==> config.mk <==
export PLATFORM = sky130hd
export DESIGN_NAME = umcd_decoder
export DESIGN_NICKNAME = d
export VERILOG_FILES = /design/src/umcd_sync.v /design/src/umcd_channel.v /design/src/umcd_decoder.v
export VERILOG_INCLUDE_DIRS = /design/src
export SDC_FILE = /design/constraint.sdc
export NUM_CORES = 1
export LEC_CHECK = 0
export BUFFER_PORTS_ARGS = -buffer_cell sky130_fd_sc_hd__clkbuf_2
export CAP_MARGIN = 20
export CORE_ASPECT_RATIO = 1.1
export CORE_MARGIN = 4
export CORE_UTILIZATION = 44
export DETAILED_ROUTE_END_ITERATION = 10
export HOLD_SLACK_MARGIN = 0.12
export PLACE_DENSITY = 0.71
export SYNTH_ARGS = -nofsm -noshare
export SYNTH_HDL_FRONTEND = slang
export SYNTH_SLANG_ARGS = --single-unit
==> constraint.sdc <==
create_clock -name clk -period 2.6 [get_ports clk]
set_clock_uncertainty 0.1 [all_clocks]
set_input_delay 0.52 -clock clk [delete_from_list [all_inputs] [get_ports clk]]
set_output_delay 0.52 -clock clk [all_outputs]
set_load 0.02 [all_outputs]
==> src/umcd_regs.vh <==
`ifndef UMCD_REGS_VH
`define UMCD_REGS_VH

// ****************************************************************
// Miscellaneous command codes, upper nibble of a command write
// ****************************************************************
`define UMCD_CMD_HI 7
`define UMCD_CMD_LO 4
`define UMCD_CMD_BREAK_ON 4'h6
`define UMCD_CMD_BREAK_OFF 4'h7
`define UMCD_CMD_RTS_ASSERT 4'h8
`define UMCD_CMD_RTS_NEGATE 4'h9
`define UMCD_CMD_TMO_ON 4'hA
`define UMCD_CMD_PTR_ZERO 4'hB
`define UMCD_CMD_TMO_OFF 4'hC
`define UMCD_CMD_UNUSED 4'hD
`define UMCD_CMD_PD_ON 4'hE
`define UMCD_CMD_PD_OFF 4'hF

// ****************************************************************
// Reset values and timing
// ****************************************************************
`define UMCD_PTR_ZERO 2'h0
`define UMCD_PTR_RESET 2'h1
`define UMCD_BRK_DELAY_BITS 2
`define UMCD_MARK_HOLD_BITS 1
`define UMCD_CMD_GAP_EDGES 3

`endif

==> src/umcd_sync.v <==
`timescale 1ns/1ns
// Two-stage synchroniser for one level from outside the clock domain
module umcd_sync (
    // Clock and reset
    input wire clk,
    input wire rstn,
    // Data
    input wire async_in,
    output reg sync_out
);

reg stage1;

always @(posedge clk or negedge rstn) begin
    if (!rstn) begin
        stage1 <= 1'b0;
        sync_out <= 1'b0;
    end else begin
        stage1 <= async_in;
        sync_out <= stage1;
    end
end

endmodule // umcd_sync

==> src/umcd_channel.v <==
`timescale 1ns/1ns
`include "umcd_regs.vh"
// One channel: break, request-to-send, time-out mode and pointer
module umcd_channel (
    // Clock and reset
    input wire clk,
    input wire rstn,
    // Command
    input wire cmd_valid,
    input wire [3:0] cmd_code,
    // Transmitter state
    input wire tx_enabled,
    input wire tx_idle,
    input wire bit_tick,
    input wire tx_char_out,
    // Results
    output reg break_active,
    output reg tx_hold,
    output reg request_to_send_n,
    output reg timeout_mode,
    output reg ptr_zero_pulse,
    output reg timeout_enter_pulse
);

localparam BS_IDLE = 2'h0;
localparam BS_WAIT = 2'h1;
localparam BS_SPACE = 2'h2;
localparam BS_MARK = 2'h3;

reg [1:0] state;
reg [1:0] bit_cnt;

always @(posedge clk or negedge rstn) begin
    if (!rstn) begin
        state <= BS_IDLE;
        bit_cnt <= 2'h0;
        break_active <= 1'b0;
        tx_hold <= 1'b0;
        request_to_send_n <= 1'b1;
        timeout_mode <= 1'b0;
        ptr_zero_pulse <= 1'b0;
        timeout_enter_pulse <= 1'b0;
    end else begin
        ptr_zero_pulse <= cmd_valid && cmd_code == `UMCD_CMD_PTR_ZERO;
        timeout_enter_pulse <= cmd_valid && cmd_code == `UMCD_CMD_TMO_ON;
        if (cmd_valid) begin
            case (cmd_code)
            `UMCD_CMD_RTS_ASSERT: request_to_send_n <= 1'b0;
            `UMCD_CMD_RTS_NEGATE: request_to_send_n <= 1'b1;
            `UMCD_CMD_TMO_ON: timeout_mode <= 1'b1;
            `UMCD_CMD_TMO_OFF: timeout_mode <= 1'b0;
            default: ;
            endcase
        end
        case (state)
        BS_IDLE: begin
            if (cmd_valid && cmd_code == `UMCD_CMD_BREAK_ON && tx_enabled) begin
                state <= BS_WAIT;
                bit_cnt <= 2'h0;
            end
        end
        BS_WAIT: begin
            // Queued characters drain first, then at most two bit times
            if (cmd_valid && cmd_code == `UMCD_CMD_BREAK_OFF) begin
                state <= BS_IDLE;
            end else if (!tx_idle || tx_char_out) begin
                bit_cnt <= 2'h0;
            end else if (bit_tick) begin
                if (bit_cnt == `UMCD_BRK_DELAY_BITS - 1) begin
                    state <= BS_SPACE;
                    break_active <= 1'b1;
                    tx_hold <= 1'b1;
                end else begin
                    bit_cnt <= bit_cnt + 2'h1;
                end
            end
        end
        BS_SPACE: begin
            if (cmd_valid && cmd_code == `UMCD_CMD_BREAK_OFF) begin
                // Marking restored at once, well inside two bit times
                state <= BS_MARK;
                break_active <= 1'b0;
                bit_cnt <= 2'h0;
            end
        end
        default: begin
            // Mark hold: one full bit time before next character
            if (bit_tick) begin
                if (bit_cnt == `UMCD_MARK_HOLD_BITS) begin
                    state <= BS_IDLE;
                    tx_hold <= 1'b0;
                end else begin
                    bit_cnt <= bit_cnt + 2'h1;
                end
            end
        end
        endcase
    end
end

endmodule // umcd_channel

==> src/umcd_decoder.v <==
`timescale 1ns/1ns
`include "umcd_regs.vh"
// ****************************************************************
// ****************************************************************
module umcd_decoder (
    // Clock and reset
    input wire clk,
    input wire rstn,
    // Command register writes
    input wire chan_a_command_wr,
    input wire [7:0] chan_a_command_reg,
    input wire chan_b_command_wr,
    input wire [7:0] chan_b_command_reg,
    // Transmitter state per channel
    input wire tx_a_enabled,
    input wire tx_a_idle,
    input wire tx_a_serial,
    input wire tx_a_char_out,
    input wire tx_b_enabled,
    input wire tx_b_idle,
    input wire tx_b_serial,
    input wire tx_b_char_out,
    input wire bit_tick_a,
    input wire bit_tick_b,
    // Receive transfers into the FIFO
    input wire rx_a_to_fifo,
    input wire rx_b_to_fifo,
    // Crystal clock activity, from a pin
    input wire crystal_clock_in,
    // Serial and modem outputs
    output reg serial_tx_out_a,
    output reg serial_tx_out_b,
    output reg request_to_send_n_a,
    output reg request_to_send_n_b,
    output reg tx_hold_a,
    output reg tx_hold_b,
    // Counter/timer controls
    output reg counter_mode_force,
    output reg counter_start_stop_block,
    output reg counter_restart,
    output reg counter_stop,
    output reg counter_ready_flag_clear,
    // Mode register pointers
    output reg [1:0] mode_reg_pointer_a,
    output reg [1:0] mode_reg_pointer_b,
    // Power control
    output reg osc_enable,
    output reg powered_down
);

// ****************************************************************
// Crystal clock detection
// ****************************************************************
wire xtal_sync;
reg xtal_prev;
wire xtal_edge;

umcd_sync u_xtal_sync (
    .clk(clk),
    .rstn(rstn),
    .async_in(crystal_clock_in),
    .sync_out(xtal_sync)
);

assign xtal_edge = xtal_sync ^ xtal_prev;

// ****************************************************************
// Command capture and decode
// ****************************************************************
wire [3:0] code_a;
wire [3:0] code_b;
wire run_a;
wire run_b;

assign code_a = chan_a_command_reg[`UMCD_CMD_HI:`UMCD_CMD_LO];
assign code_b = chan_b_command_reg[`UMCD_CMD_HI:`UMCD_CMD_LO];
// Commands need the crystal running; exit from power-down does not
assign run_a = chan_a_command_wr && !powered_down;
assign run_b = chan_b_command_wr && !powered_down;

wire brk_a;
wire brk_b;
wire hold_a;
wire hold_b;
wire rts_a;
wire rts_b;
wire tmo_a;
wire tmo_b;
wire ptr0_a;
wire ptr0_b;
wire tmo_in_a;
wire tmo_in_b;

umcd_channel u_chan_a (
    .clk(clk),
    .rstn(rstn),
    .cmd_valid(run_a),
    .cmd_code(code_a),
    .tx_enabled(tx_a_enabled),
    .tx_idle(tx_a_idle),
    .bit_tick(bit_tick_a),
    .tx_char_out(tx_a_char_out),
    .break_active(brk_a),
    .tx_hold(hold_a),
    .request_to_send_n(rts_a),
    .timeout_mode(tmo_a),
    .ptr_zero_pulse(ptr0_a),
    .timeout_enter_pulse(tmo_in_a)
);

// Same decode on channel B; power codes fall to default there
umcd_channel u_chan_b (
    .clk(clk),
    .rstn(rstn),
    .cmd_valid(run_b),
    .cmd_code(code_b),
    .tx_enabled(tx_b_enabled),
    .tx_idle(tx_b_idle),
    .bit_tick(bit_tick_b),
    .tx_char_out(tx_b_char_out),
    .break_active(brk_b),
    .tx_hold(hold_b),
    .request_to_send_n(rts_b),
    .timeout_mode(tmo_b),
    .ptr_zero_pulse(ptr0_b),
    .timeout_enter_pulse(tmo_in_b)
);

// ****************************************************************
// Outputs and shared counter/timer
// ****************************************************************
reg pd_pending;

always @(posedge clk or negedge rstn) begin
    if (!rstn) begin
        xtal_prev <= 1'b0;
        serial_tx_out_a <= 1'b1;
        serial_tx_out_b <= 1'b1;
        request_to_send_n_a <= 1'b1;
        request_to_send_n_b <= 1'b1;
        tx_hold_a <= 1'b0;
        tx_hold_b <= 1'b0;
        counter_mode_force <= 1'b0;
        counter_start_stop_block <= 1'b0;
        counter_restart <= 1'b0;
        counter_stop <= 1'b0;
        counter_ready_flag_clear <= 1'b0;
        mode_reg_pointer_a <= `UMCD_PTR_RESET;
        mode_reg_pointer_b <= `UMCD_PTR_RESET;
        osc_enable <= 1'b1;
        powered_down <= 1'b0;
        pd_pending <= 1'b0;
    end else begin
        xtal_prev <= xtal_sync;
        serial_tx_out_a <= brk_a ? 1'b0 : tx_a_serial;
        serial_tx_out_b <= brk_b ? 1'b0 : tx_b_serial;
        request_to_send_n_a <= rts_a;
        request_to_send_n_b <= rts_b;
        tx_hold_a <= hold_a;
        tx_hold_b <= hold_b;
        // Either channel in time-out mode takes over the shared timer
        counter_mode_force <= tmo_a | tmo_b;
        counter_start_stop_block <= tmo_a | tmo_b;
        counter_restart <= (tmo_a & rx_a_to_fifo) | (tmo_b & rx_b_to_fifo);
        counter_stop <= tmo_in_a | tmo_in_b;
        counter_ready_flag_clear <= tmo_in_a | tmo_in_b;
        if (ptr0_a) begin
            mode_reg_pointer_a <= `UMCD_PTR_ZERO;
        end
        if (ptr0_b) begin
            mode_reg_pointer_b <= `UMCD_PTR_ZERO;
        end
        // Power codes act only through channel A
        if (chan_a_command_wr && code_a == `UMCD_CMD_PD_OFF) begin
            osc_enable <= 1'b1;
            powered_down <= 1'b0;
            pd_pending <= 1'b0;
        end else if (run_a && code_a == `UMCD_CMD_PD_ON) begin
            pd_pending <= 1'b1;
        end else if (pd_pending && xtal_edge) begin
            // Stop on a crystal edge so the command itself completes
            osc_enable <= 1'b0;
            powered_down <= 1'b1;
            pd_pending <= 1'b0;
        end
    end
end

endmodule // umcd_decoder

After elaboration in Yosys (flattened, before gate mapping)

Index checks and enable logic that the tools add are counted.

Add/subtract/negate cells: 2
Equal/unequal tests: 41
Multiplexer cells: 64
Bitwise gates (word level): 8
Reductions and logical operators: 57

Operators by type and width:

| operator                                              | count |
|---|---|
| 2-to-1 mux 2 bit                                      | 28 |
| equality test 4 bit, second input constant            | 12 |
| nonzero test 2 bit                                    | 15 |
| AND reduction 7 bit                                   | 4 |
| 2-to-1 mux 1 bit                                      | 24 |
| one-hot mux 2 bit (3 select lines)                    | 4 |
| equality test 4 x 3 -> 1 bit, second input constant   | 4 |
| one-hot mux 1 bit (2 select lines)                    | 8 |
| nonzero test 4 bit                                    | 4 |
| logical AND 1 bit                                     | 15 |
| inequality test 2 bit, second input constant          | 7 |
| inequality test 2 x 1 -> 1 bit, second input constant | 6 |
| inequality test 3 x 2 -> 1 bit, second input constant | 4 |
| AND reduction 6 bit                                   | 2 |
| AND reduction 2 bit                                   | 5 |
| equality test 2 x 1 -> 1 bit, second input constant   | 4 |
| inequality test 3 x 1 -> 1 bit, second input constant | 2 |
| AND reduction 3 bit                                   | 2 |
| adder 2 x 1 -> 2 bit, second input constant           | 2 |
| equality test 2 bit, second input constant            | 2 |
| zero test 2 bit                                       | 2 |
| OR reduction 2 bit                                    | 2 |
| zero test 1 bit                                       | 3 |
| OR 1 bit                                              | 3 |
| 5 further kinds                                       | 8 |

Bits in registers: 37
Input port bits: 33

Logic depth before layout (Yosys ltp)

Gate-level depths: netlist (run 1).

Depth after elaboration: 6
Gate-level depth with buffers: 8
Depth with buffers taken out: 7

By module

From an unflattened synthesis (run 1), not the netlist that was laid out.

Cell total of the unflattened synthesis: 142
Area, all modules: 1617.8 um^2

Modules (own cells, without submodules):

| module       | instances | cells an instance | area an instance (um^2) | sequential area each (um^2) |
|---|---|---|---|---|
| umcd_channel | 2         | 50                | 508.0                   | 251.5 |
| umcd_decoder | 1         | 40                | 551.8                   | 384.1 |
| umcd_sync    | 1         | 2                 | 50.0                    | 50.0 |

Worst setup path after synthesis (run 1)

No wires, ideal clock.

Path kind: reg2reg
Start point: reg u_chan_a.state[0]
End point: reg u_chan_a.tx_hold
Library setup time: 0.065 ns
Arrival: 1.723 ns
Required time: 2.435 ns
Slack: 0.712 ns
Cell stages (with the launch flop): 8
Buffers on the path: 1
Period minus slack after synthesis: 1.888 ns
Cells stage by stage: dfrtp_1 -> inv_1 -> ha_1 -> buf_6 -> or2_4 -> or3_4 -> nor4b_2 -> o22a_1

Longest elaborated chain between the ends: 4
Elaborated cells on any way between the ends: 11
Classes of those cells: eq/ne: 4; mux: 1; bitwise: 1; reduce/logical: 5

Ends and longest elaborated chain:

| element                                                       | line              | RTL |
|---|---|---|
| start, declared                                               | umcd_channel.v:30 | `reg [1:0] state;` |
| start signal, assigned                                        | umcd_channel.v:35 | `state <= BS_IDLE;` |
| start signal, assigned                                        | umcd_channel.v:58 | `state <= BS_WAIT;` |
| start signal, assigned                                        | umcd_channel.v:65 | `state <= BS_IDLE;` |
| equality test 2 bit / zero test 2 bit (equally long branches) | umcd_channel.v:55 | `case (state)` |
| OR reduction 2 bit (no line)                                  | --                |  |
| inverter 1 bit (no line)                                      | --                |  |
| AND reduction 7 bit (no line)                                 | --                |  |
| end signal, assigned                                          | umcd_channel.v:38 | `tx_hold <= 1'b0;` |
| end signal, assigned                                          | umcd_channel.v:72 | `tx_hold <= 1'b1;` |
| end signal, assigned                                          | umcd_channel.v:91 | `tx_hold <= 1'b0;` |
| end, declared                                                 | umcd_channel.v:18 | `output reg tx_hold,` |

Parallel ways exist; a longest one is shown, timed or not.
A chain may end at the register's enable or synchronous reset.

Worst setup path in the final report (run 1)

Ends and elaborated chain as after synthesis.

==> flow_summary.toml, run 1 <==
[floorplanning]
core_area_sq_um = 4054
initial_core_util_pct = 46.60
die_h_um = 76.73
die-area_sq_um = 5408
die_w_um = 70.48
ios = 50
floorplan.rows = 24

[clock_tree]
cts_max_path_buffers = 2
root_buffer = "clkbuf_8"
hold_buffers = 0
clk_pin_slew_ns = 0.07
cts_tree = "yes"
cts_sinks = 37
cts_buffers = 5
post_cts_resized = 0
cts_htree_levels = 2
cts_setup_buffers = 0
clkLatencyLatePin_ns = 0.29

[sta]
hold_viol = 0
period_share_pct = 76.48
setup_viol = 0
setup_tns_ns = 0
worstMarginPinSlew_ns = 0.8891
fmax_mhz = 502.9
slew-limit-headroom_pct = 40.73
fin_crit_ns = 1.989
maxSlewViolCount = 0
whs_ns = 0.2362
rsz0062_at_grt = "false"

[grt]
grt_use_total_pct = 14.29
antenna_found_initial = 0
grt_max_degree = 38
grt-ovfl-total = 0
grt_pass1_wl_mm = 6.313
grt_pass1_vias = 1404

[synth]
syn_inst = 186
async_reset_ff_share_pct = 100.0
yosys.area_share.simple_pct = 19.47
synth_cell_type_count = 48
synth_mux_area_share_pct = 1.192
synth_fa_ha_area_share_pct = 5.298
synth_compound_area_share_pct = 18.81
synth_top_family_by_area = "simple AND/OR/NAND/NOR gates"
synth-seq-area-share_pct = 49.60
ys_seq_elements = 37
synth_edf_count = 0
yosys_warnings = 0
netlist_area_sq_um = 1889
yosys_most_used_dff = "dfrtp_1"
syn_area_per_cell_sq_um = 10.16
synth_xor_area_share_pct = 0.4636

[setup_path]
reg2regPathDepth = 6
cp.arrival_ns = 2.11
setup.worst_path.class = "reg2reg"
slowest_delay_ns = 0.40
critPathCaptureType = "register"
crit_family = "simple AND/OR/NAND/NOR gates"
ff2ff_setup_slack_ns = 0.61
reg2reg_to = "u_chan_a.tx_hold$_DFFE_PN0P_"
cp_max_fo = 8
cp_num_buf_inv = 1
cp.required_ns = 2.73
cp-start-kind = "register"
path_cells = "inv_1 -> ha_1 -> or2_4 -> or3_4 -> nor4b_2 -> o22a_1"
critical_path.slowest_cell = "dfrtp_1"
r2r-start = "u_chan_a.state[0]$_DFFE_PN0P_"

[route]
vias = 1477
post-route-drc-count = 0
viasPerCell = 5.332
ant_nets = 0
drtIter0Drc = 74
drtPass1Iterations = 4
finalWirelength_mm = 3.658
post_drt_wl_per_cell_um = 13.21

[worst_hold_path]
min_path_cells = 1
hold_path_class = "in2reg"
min_to = "u_xtal_sync.stage1$_DFF_PN0_"
hp-start = "crystal_clock_in"

[flow_run]
max_cap_violations = 0

[placed_design]
hpwlAfterDp_mm = 2.738
place_inst = 269
post_dp_cell_area_sq_um = 2097
place_congestion = 0.7944
io_buffers = 39

[pwr]
power_leakage_nw = 1.001
irDropWorstVdd_mv = 0.3339
power_density_nw_per_um2 = 917.9

[cells_and_area]
finish.cell_count_without_fillers = 277
syn_to_final_growth_pct = 15.76
drive_above_1_share_pct = 28.44
fill_cells = 384
finalNetCount = 265
finalInstanceArea_sq_um = 2187
diodes = 0

[outcome]
status = "finished clean"
-- flip-flops by register name, indices dropped and copies added (netlist names), 2 cells and up --
| register | count |
|---|---|
| u_chan_a.bit_cnt | 2 |
| u_chan_a.state | 2 |
| u_chan_b.bit_cnt | 2 |
| u_chan_b.state | 2 |
-- where the power goes --
group / internal [mW] / leakage, nW / switching, mW
Clock: 0.216 / 0.0455 / 0.189
Sequential: 0.724 / 0.435 / 0.0919
Combinational: 0.329 / 0.520 / 0.458
Total: 1.27 / 1.00 / 0.738
-- per-layer routing --
| metal | up-vias | GRT usage (%) | routed length (um) |
|---|---|---|---|
| li1 | 740 | - | - |
| met1 | 698 | 18.27 | 1576 |
| met2 | 34 | 22.66 | 1828 |
| met3 | 5 | 4.444 | 200 |
| met4 | 0 | 5.172 | 53 |
| met5 | - | 0 | 0 |
-- synthesized netlist by cell type, types with 2 or more instances --
| cell | number | share of area, % |
|---|---|---|
| a21boi_0 | 2 | 0.79 |
| dfstp_2 | 9 | 13 |
| a31oi_1 | 5 | 1.7 |
| buf_4 | 4 | 1.6 |
| ha_1 | 8 | 5.3 |
| nand3_1 | 5 | 1.3 |
| nor4_1 | 3 | 0.99 |
| o21ai_0 | 8 | 2.1 |
| a21o_1 | 2 | 0.79 |
| o22a_1 | 2 | 0.93 |
| nor2b_1 | 6 | 2.0 |
| and3_1 | 4 | 1.3 |
| nor2_1 | 16 | 3.2 |
| nand3b_1 | 4 | 1.6 |
| clkbuf_1 | 4 | 0.79 |
| nand2_1 | 8 | 1.6 |
| or2_2 | 2 | 0.66 |
| inv_1 | 10 | 2.0 |
| a21oi_1 | 12 | 3.2 |
| mux2_2 | 2 | 1.2 |
| o31ai_1 | 6 | 2.4 |
| dfrtp_1 | 28 | 37 |
| nand2b_1 | 7 | 2.3 |
| nor3_1 | 4 | 1.1 |
| a31o_2 | 2 | 0.93 |
-- stage by stage --
stage               power, mW  setup WS (ns)  utilization (%)
floorplan               1.420         0.7122                -
global placement        1.591         0.6602            51.73
detailed placement      1.608         0.6115            51.73
CTS                     2.022         0.5946            53.95
global route            2.155         0.4827            53.95
finish                  2.008         0.6115            53.95
-- layout make-up --
cell class              count  area (sq um)  share of cell area, %
well taps                  52         65.06                  2.975
flip-flops and latches     37         937.1                  42.85
clock buffers               8         90.09                  4.119
inverters                  10         37.54                  1.716
multi-input cells         131         862.1                  39.42
repair buffers             39         195.2                  8.924
-- cell usage in the layout, fill, tap and decap left out, types with 3 or more instances in the layout --
cell type / instances
nand3b_1: 4
clkbuf_8: 6
a21oi_1: 12
nand3_1: 5
dfrtp_1: 28
nor2b_1: 6
ha_1: 8
nand2_1: 8
o21ai_0: 8
nor4_1: 3
nand2b_1: 7
a31oi_1: 5
nor2_1: 16
and3_1: 4
nor3_1: 4
o31ai_1: 6
dfstp_2: 9
clkbuf_2: 39
inv_1: 10
-- how the worst max path moves through the flow --
| stage | cells after the start | slack [ns] | end | startpoint |
|---|---|---|---|---|
| final | 6 | 0.61 | u_chan_a.tx_hold$_DFFE_PN0P_ | u_chan_a.state[0]$_DFFE_PN0P_ |
| after global routing | 6 | 0.48 | u_chan_a.tx_hold$_DFFE_PN0P_ | u_chan_a.state[0]$_DFFE_PN0P_ |
| after CTS | 6 | 0.59 | u_chan_a.tx_hold$_DFFE_PN0P_ | u_chan_a.state[0]$_DFFE_PN0P_ |
| after detailed placement | 6 | 0.61 | u_chan_a.tx_hold$_DFFE_PN0P_ | u_chan_a.state[0]$_DFFE_PN0P_ |
| after global placement | 6 | 0.66 | u_chan_a.state[1]$_DFFE_PN0P_ | chan_a_command_wr |
| after floorplan | 7 | 0.71 | u_chan_a.tx_hold$_DFFE_PN0P_ | u_chan_a.state[0]$_DFFE_PN0P_ |
-- kinds of logic after synthesis --
family | after synthesis
AOI/OAI and AO/OA | 52
buffers and inverters | 19
other | 1
muxes | 2
adders and majority gates | 8
DFF | 37
xor gates and xnor gates | 1
and+or+nand+nor | 66
No activity file was read; power rests on OpenSTA's default activity.
==> inputs of run 2 (changes only) <==
Settings changed: PLACE_DENSITY 0.71 to 0.73.
Clock period 2.6 ns to 1.7 ns, I/O delays scaled along.
==> run 2 against run 1 <==
Cell count up 10%. Non-clock buffer count up 28. Core utilization up 8.3 points. Combinational power up 130%. Sequential power up 51%. The flow now finishes with violations (setup timing). Critical endpoint unchanged.
==> flow_summary.toml, run 2 (synthesized netlist as in run 1, its figures left out) <==
[flow_run]
max_cap_violations = 0

[grt]
grt_max_degree = 38
grt-ovfl-total = 0
grt_pass1_vias = 1542
grt_pass1_wl_mm = 6.651
antenna_found_initial = 0
gr-usage-met3_pct = 3.791
grt_use_total_pct = 14.97
use_met1_pct = 18.98
grtUsageMet2_pct = 24.91
grt_most_used_layer = "met2"

[clock_tree]
cts_htree_levels = 2
cts_buffers = 5
root_buffer = "clkbuf_8"
clkLatencyLatePin_ns = 0.29
cts_tree = "yes"
clk_pin_slew_ns = 0.07
cts_sinks = 37
cts_max_path_buffers = 2

[route]
viasPerCell = 5.279
ant_nets = 0
post-route-drc-count = 0
drtIter0Drc = 64
vias = 1610
post_drt_wl_per_cell_um = 13.30
drtPass1Iterations = 4
finalWirelength_mm = 4.058

[cells_and_area]
finish.cell_count_without_fillers = 305
layout_commonest_cell = "clkbuf_2"
mostFrequentLayoutCells = "39 x clkbuf_2, 28 x dfrtp_1, 25 x buf_4"
finalNetCount = 293
drive_above_1_share_pct = 45.45
diodes = 0
syn_to_final_growth_pct = 33.58
post-route-util_pct = 62.25

[sta]
fmax_mhz = 581.2
rsz0062_at_grt = "true"
maxSlewViolCount = 0
fin_ws_ns = -0.02052
setup_viol = 1
period_share_pct = 101.2
hold_viol = 0
whs_ns = 0.1422
fin_crit_ns = 1.721

[setup_path]
cp-start-kind = "register"
crit_cells = 6
setup.worst_path.class = "reg2reg"
reg2regPathDepth = 6
critPathCaptureType = "register"
cp_num_buf_inv = 1
crit_family = "simple AND/OR/NAND/NOR gates"
cp.required_ns = 1.83
cp_max_fo = 4
cp.arrival_ns = 1.85
slowest_delay_ns = 0.41
path_cells = "inv_2 -> ha_4 -> or2_4 -> or3_4 -> nor4b_4 -> o22a_1"
critical_path.slowest_cell = "dfrtp_1"

[placed_design]
place_congestion = 0.8634
io_buffers = 39
place_ws_ns = -0.05506
hpwlAfterDp_mm = 2.784
place_inst = 289

[floorplanning]
ios = 50
floorplan.rows = 24
die-area_sq_um = 5408
die_w_um = 70.48
die_h_um = 76.73
core_area_sq_um = 4054
initial_core_util_pct = 46.60

[pwr]
irDropWorstVdd_mv = 0.7529
power_density_nw_per_um2 = 1449
power_frac_seq_pct = 33.7
swShare_pct = 37.43
power_switching_mw = 1.369
combPwrFrac_pct = 50.3
p_int_mw = 2.288
clockPowerShare_pct = 16.1
power_leakage_nw = 1.155
p_total_mw = 3.657

[worst_hold_path]
min_path_cells = 2
hold_path_class = "in2reg"

[outcome]
status = "finished with violations"
violations = "setup timing"
run 2: changes by cell type in the layout (fill, tap and decap cells not counted), moves of 3 or more:
cell,previous run,this run
inv_2,0,3
o21ai_1,0,3
buf_4,0,25
nor4_2,0,3
nor4_1,3,0
o21ai_0,8,5
ha_1,8,2
ha_2,0,4
inv_1,10,7
run 2: stage by stage:
| step | cell area, sq um | setup TNS (ns) |
|---|---|---|
| floorplan | 1896 | -0.1313 |
| global placement | 2250 | -0.02313 |
| detailed placement | 2250 | -0.1161 |
| CTS | 2375 | -0.08245 |
| global route | 2524 | -0.4203 |
| finish | 2524 | -0.02052 |
run 2: final cells by class:
class / count / area (sq um)
clock buffers: 6 / 72.57
clock inverters: 2 / 10.01
fillers: 341 / 1530
inverters: 10 / 37.54
multi-input cells: 131 / 987.2
flip-flops and latches: 37 / 937.1
well taps: 52 / 65.06
repair buffers: 67 / 414.1
run 2: worst paths after layout:
| kind | end | slack, ns | startpoint |
|---|---|---|---|
| max | u_chan_a.tx_hold$_DFFE_PN0P_ | -0.02 | u_chan_a.state[1]$_DFFE_PN0P_ |
| min | serial_tx_out_b$_DFF_PN1_ | 0.14 | tx_b_serial |
| max reg2reg | u_chan_a.tx_hold$_DFFE_PN0P_ | -0.02 | u_chan_a.state[1]$_DFFE_PN0P_ |
| min reg2reg | mode_reg_pointer_b[0]$_DFFE_PN1P_ | 0.26 | u_chan_b.ptr_zero_pulse$_DFF_PN0_ |
| max in group asynchronous | osc_enable$_DFFE_PN1P_ | 0.63 | rstn |
| min in group asynchronous | u_chan_a.tx_hold$_DFFE_PN0P_ | 0.53 | rstn |
run 2: power groups by stage:
stage | Clock, mW | Sequential [mW] | Combinational (mW)
final | 0.588 | 1.23 | 1.84
after global routing | 0.637 | 1.26 | 2.01
after CTS | 0.602 | 1.23 | 1.51
after detailed placement | 0 | 1.25 | 1.44
after global placement | 0 | 1.24 | 1.41
after floorplan | 0 | 1.32 | 0.860
run 2: repair_timing:
action,CTS,global route
buffers inserted,1,5
hold buffers,2,0
resized for setup,3,27
endpoints found under the setup margin,8,10
pin swaps,3,13
endpoints found under the hold margin,29,0
run 2: metal layers:
layer | part of all wire (%) | vias to the layer above
met3 | 5.9 | 8
met5 | 0 | -
met2 | 50 | 56
met4 | 1.3 | 0
li1 | - | 796
met1 | 43 | 750
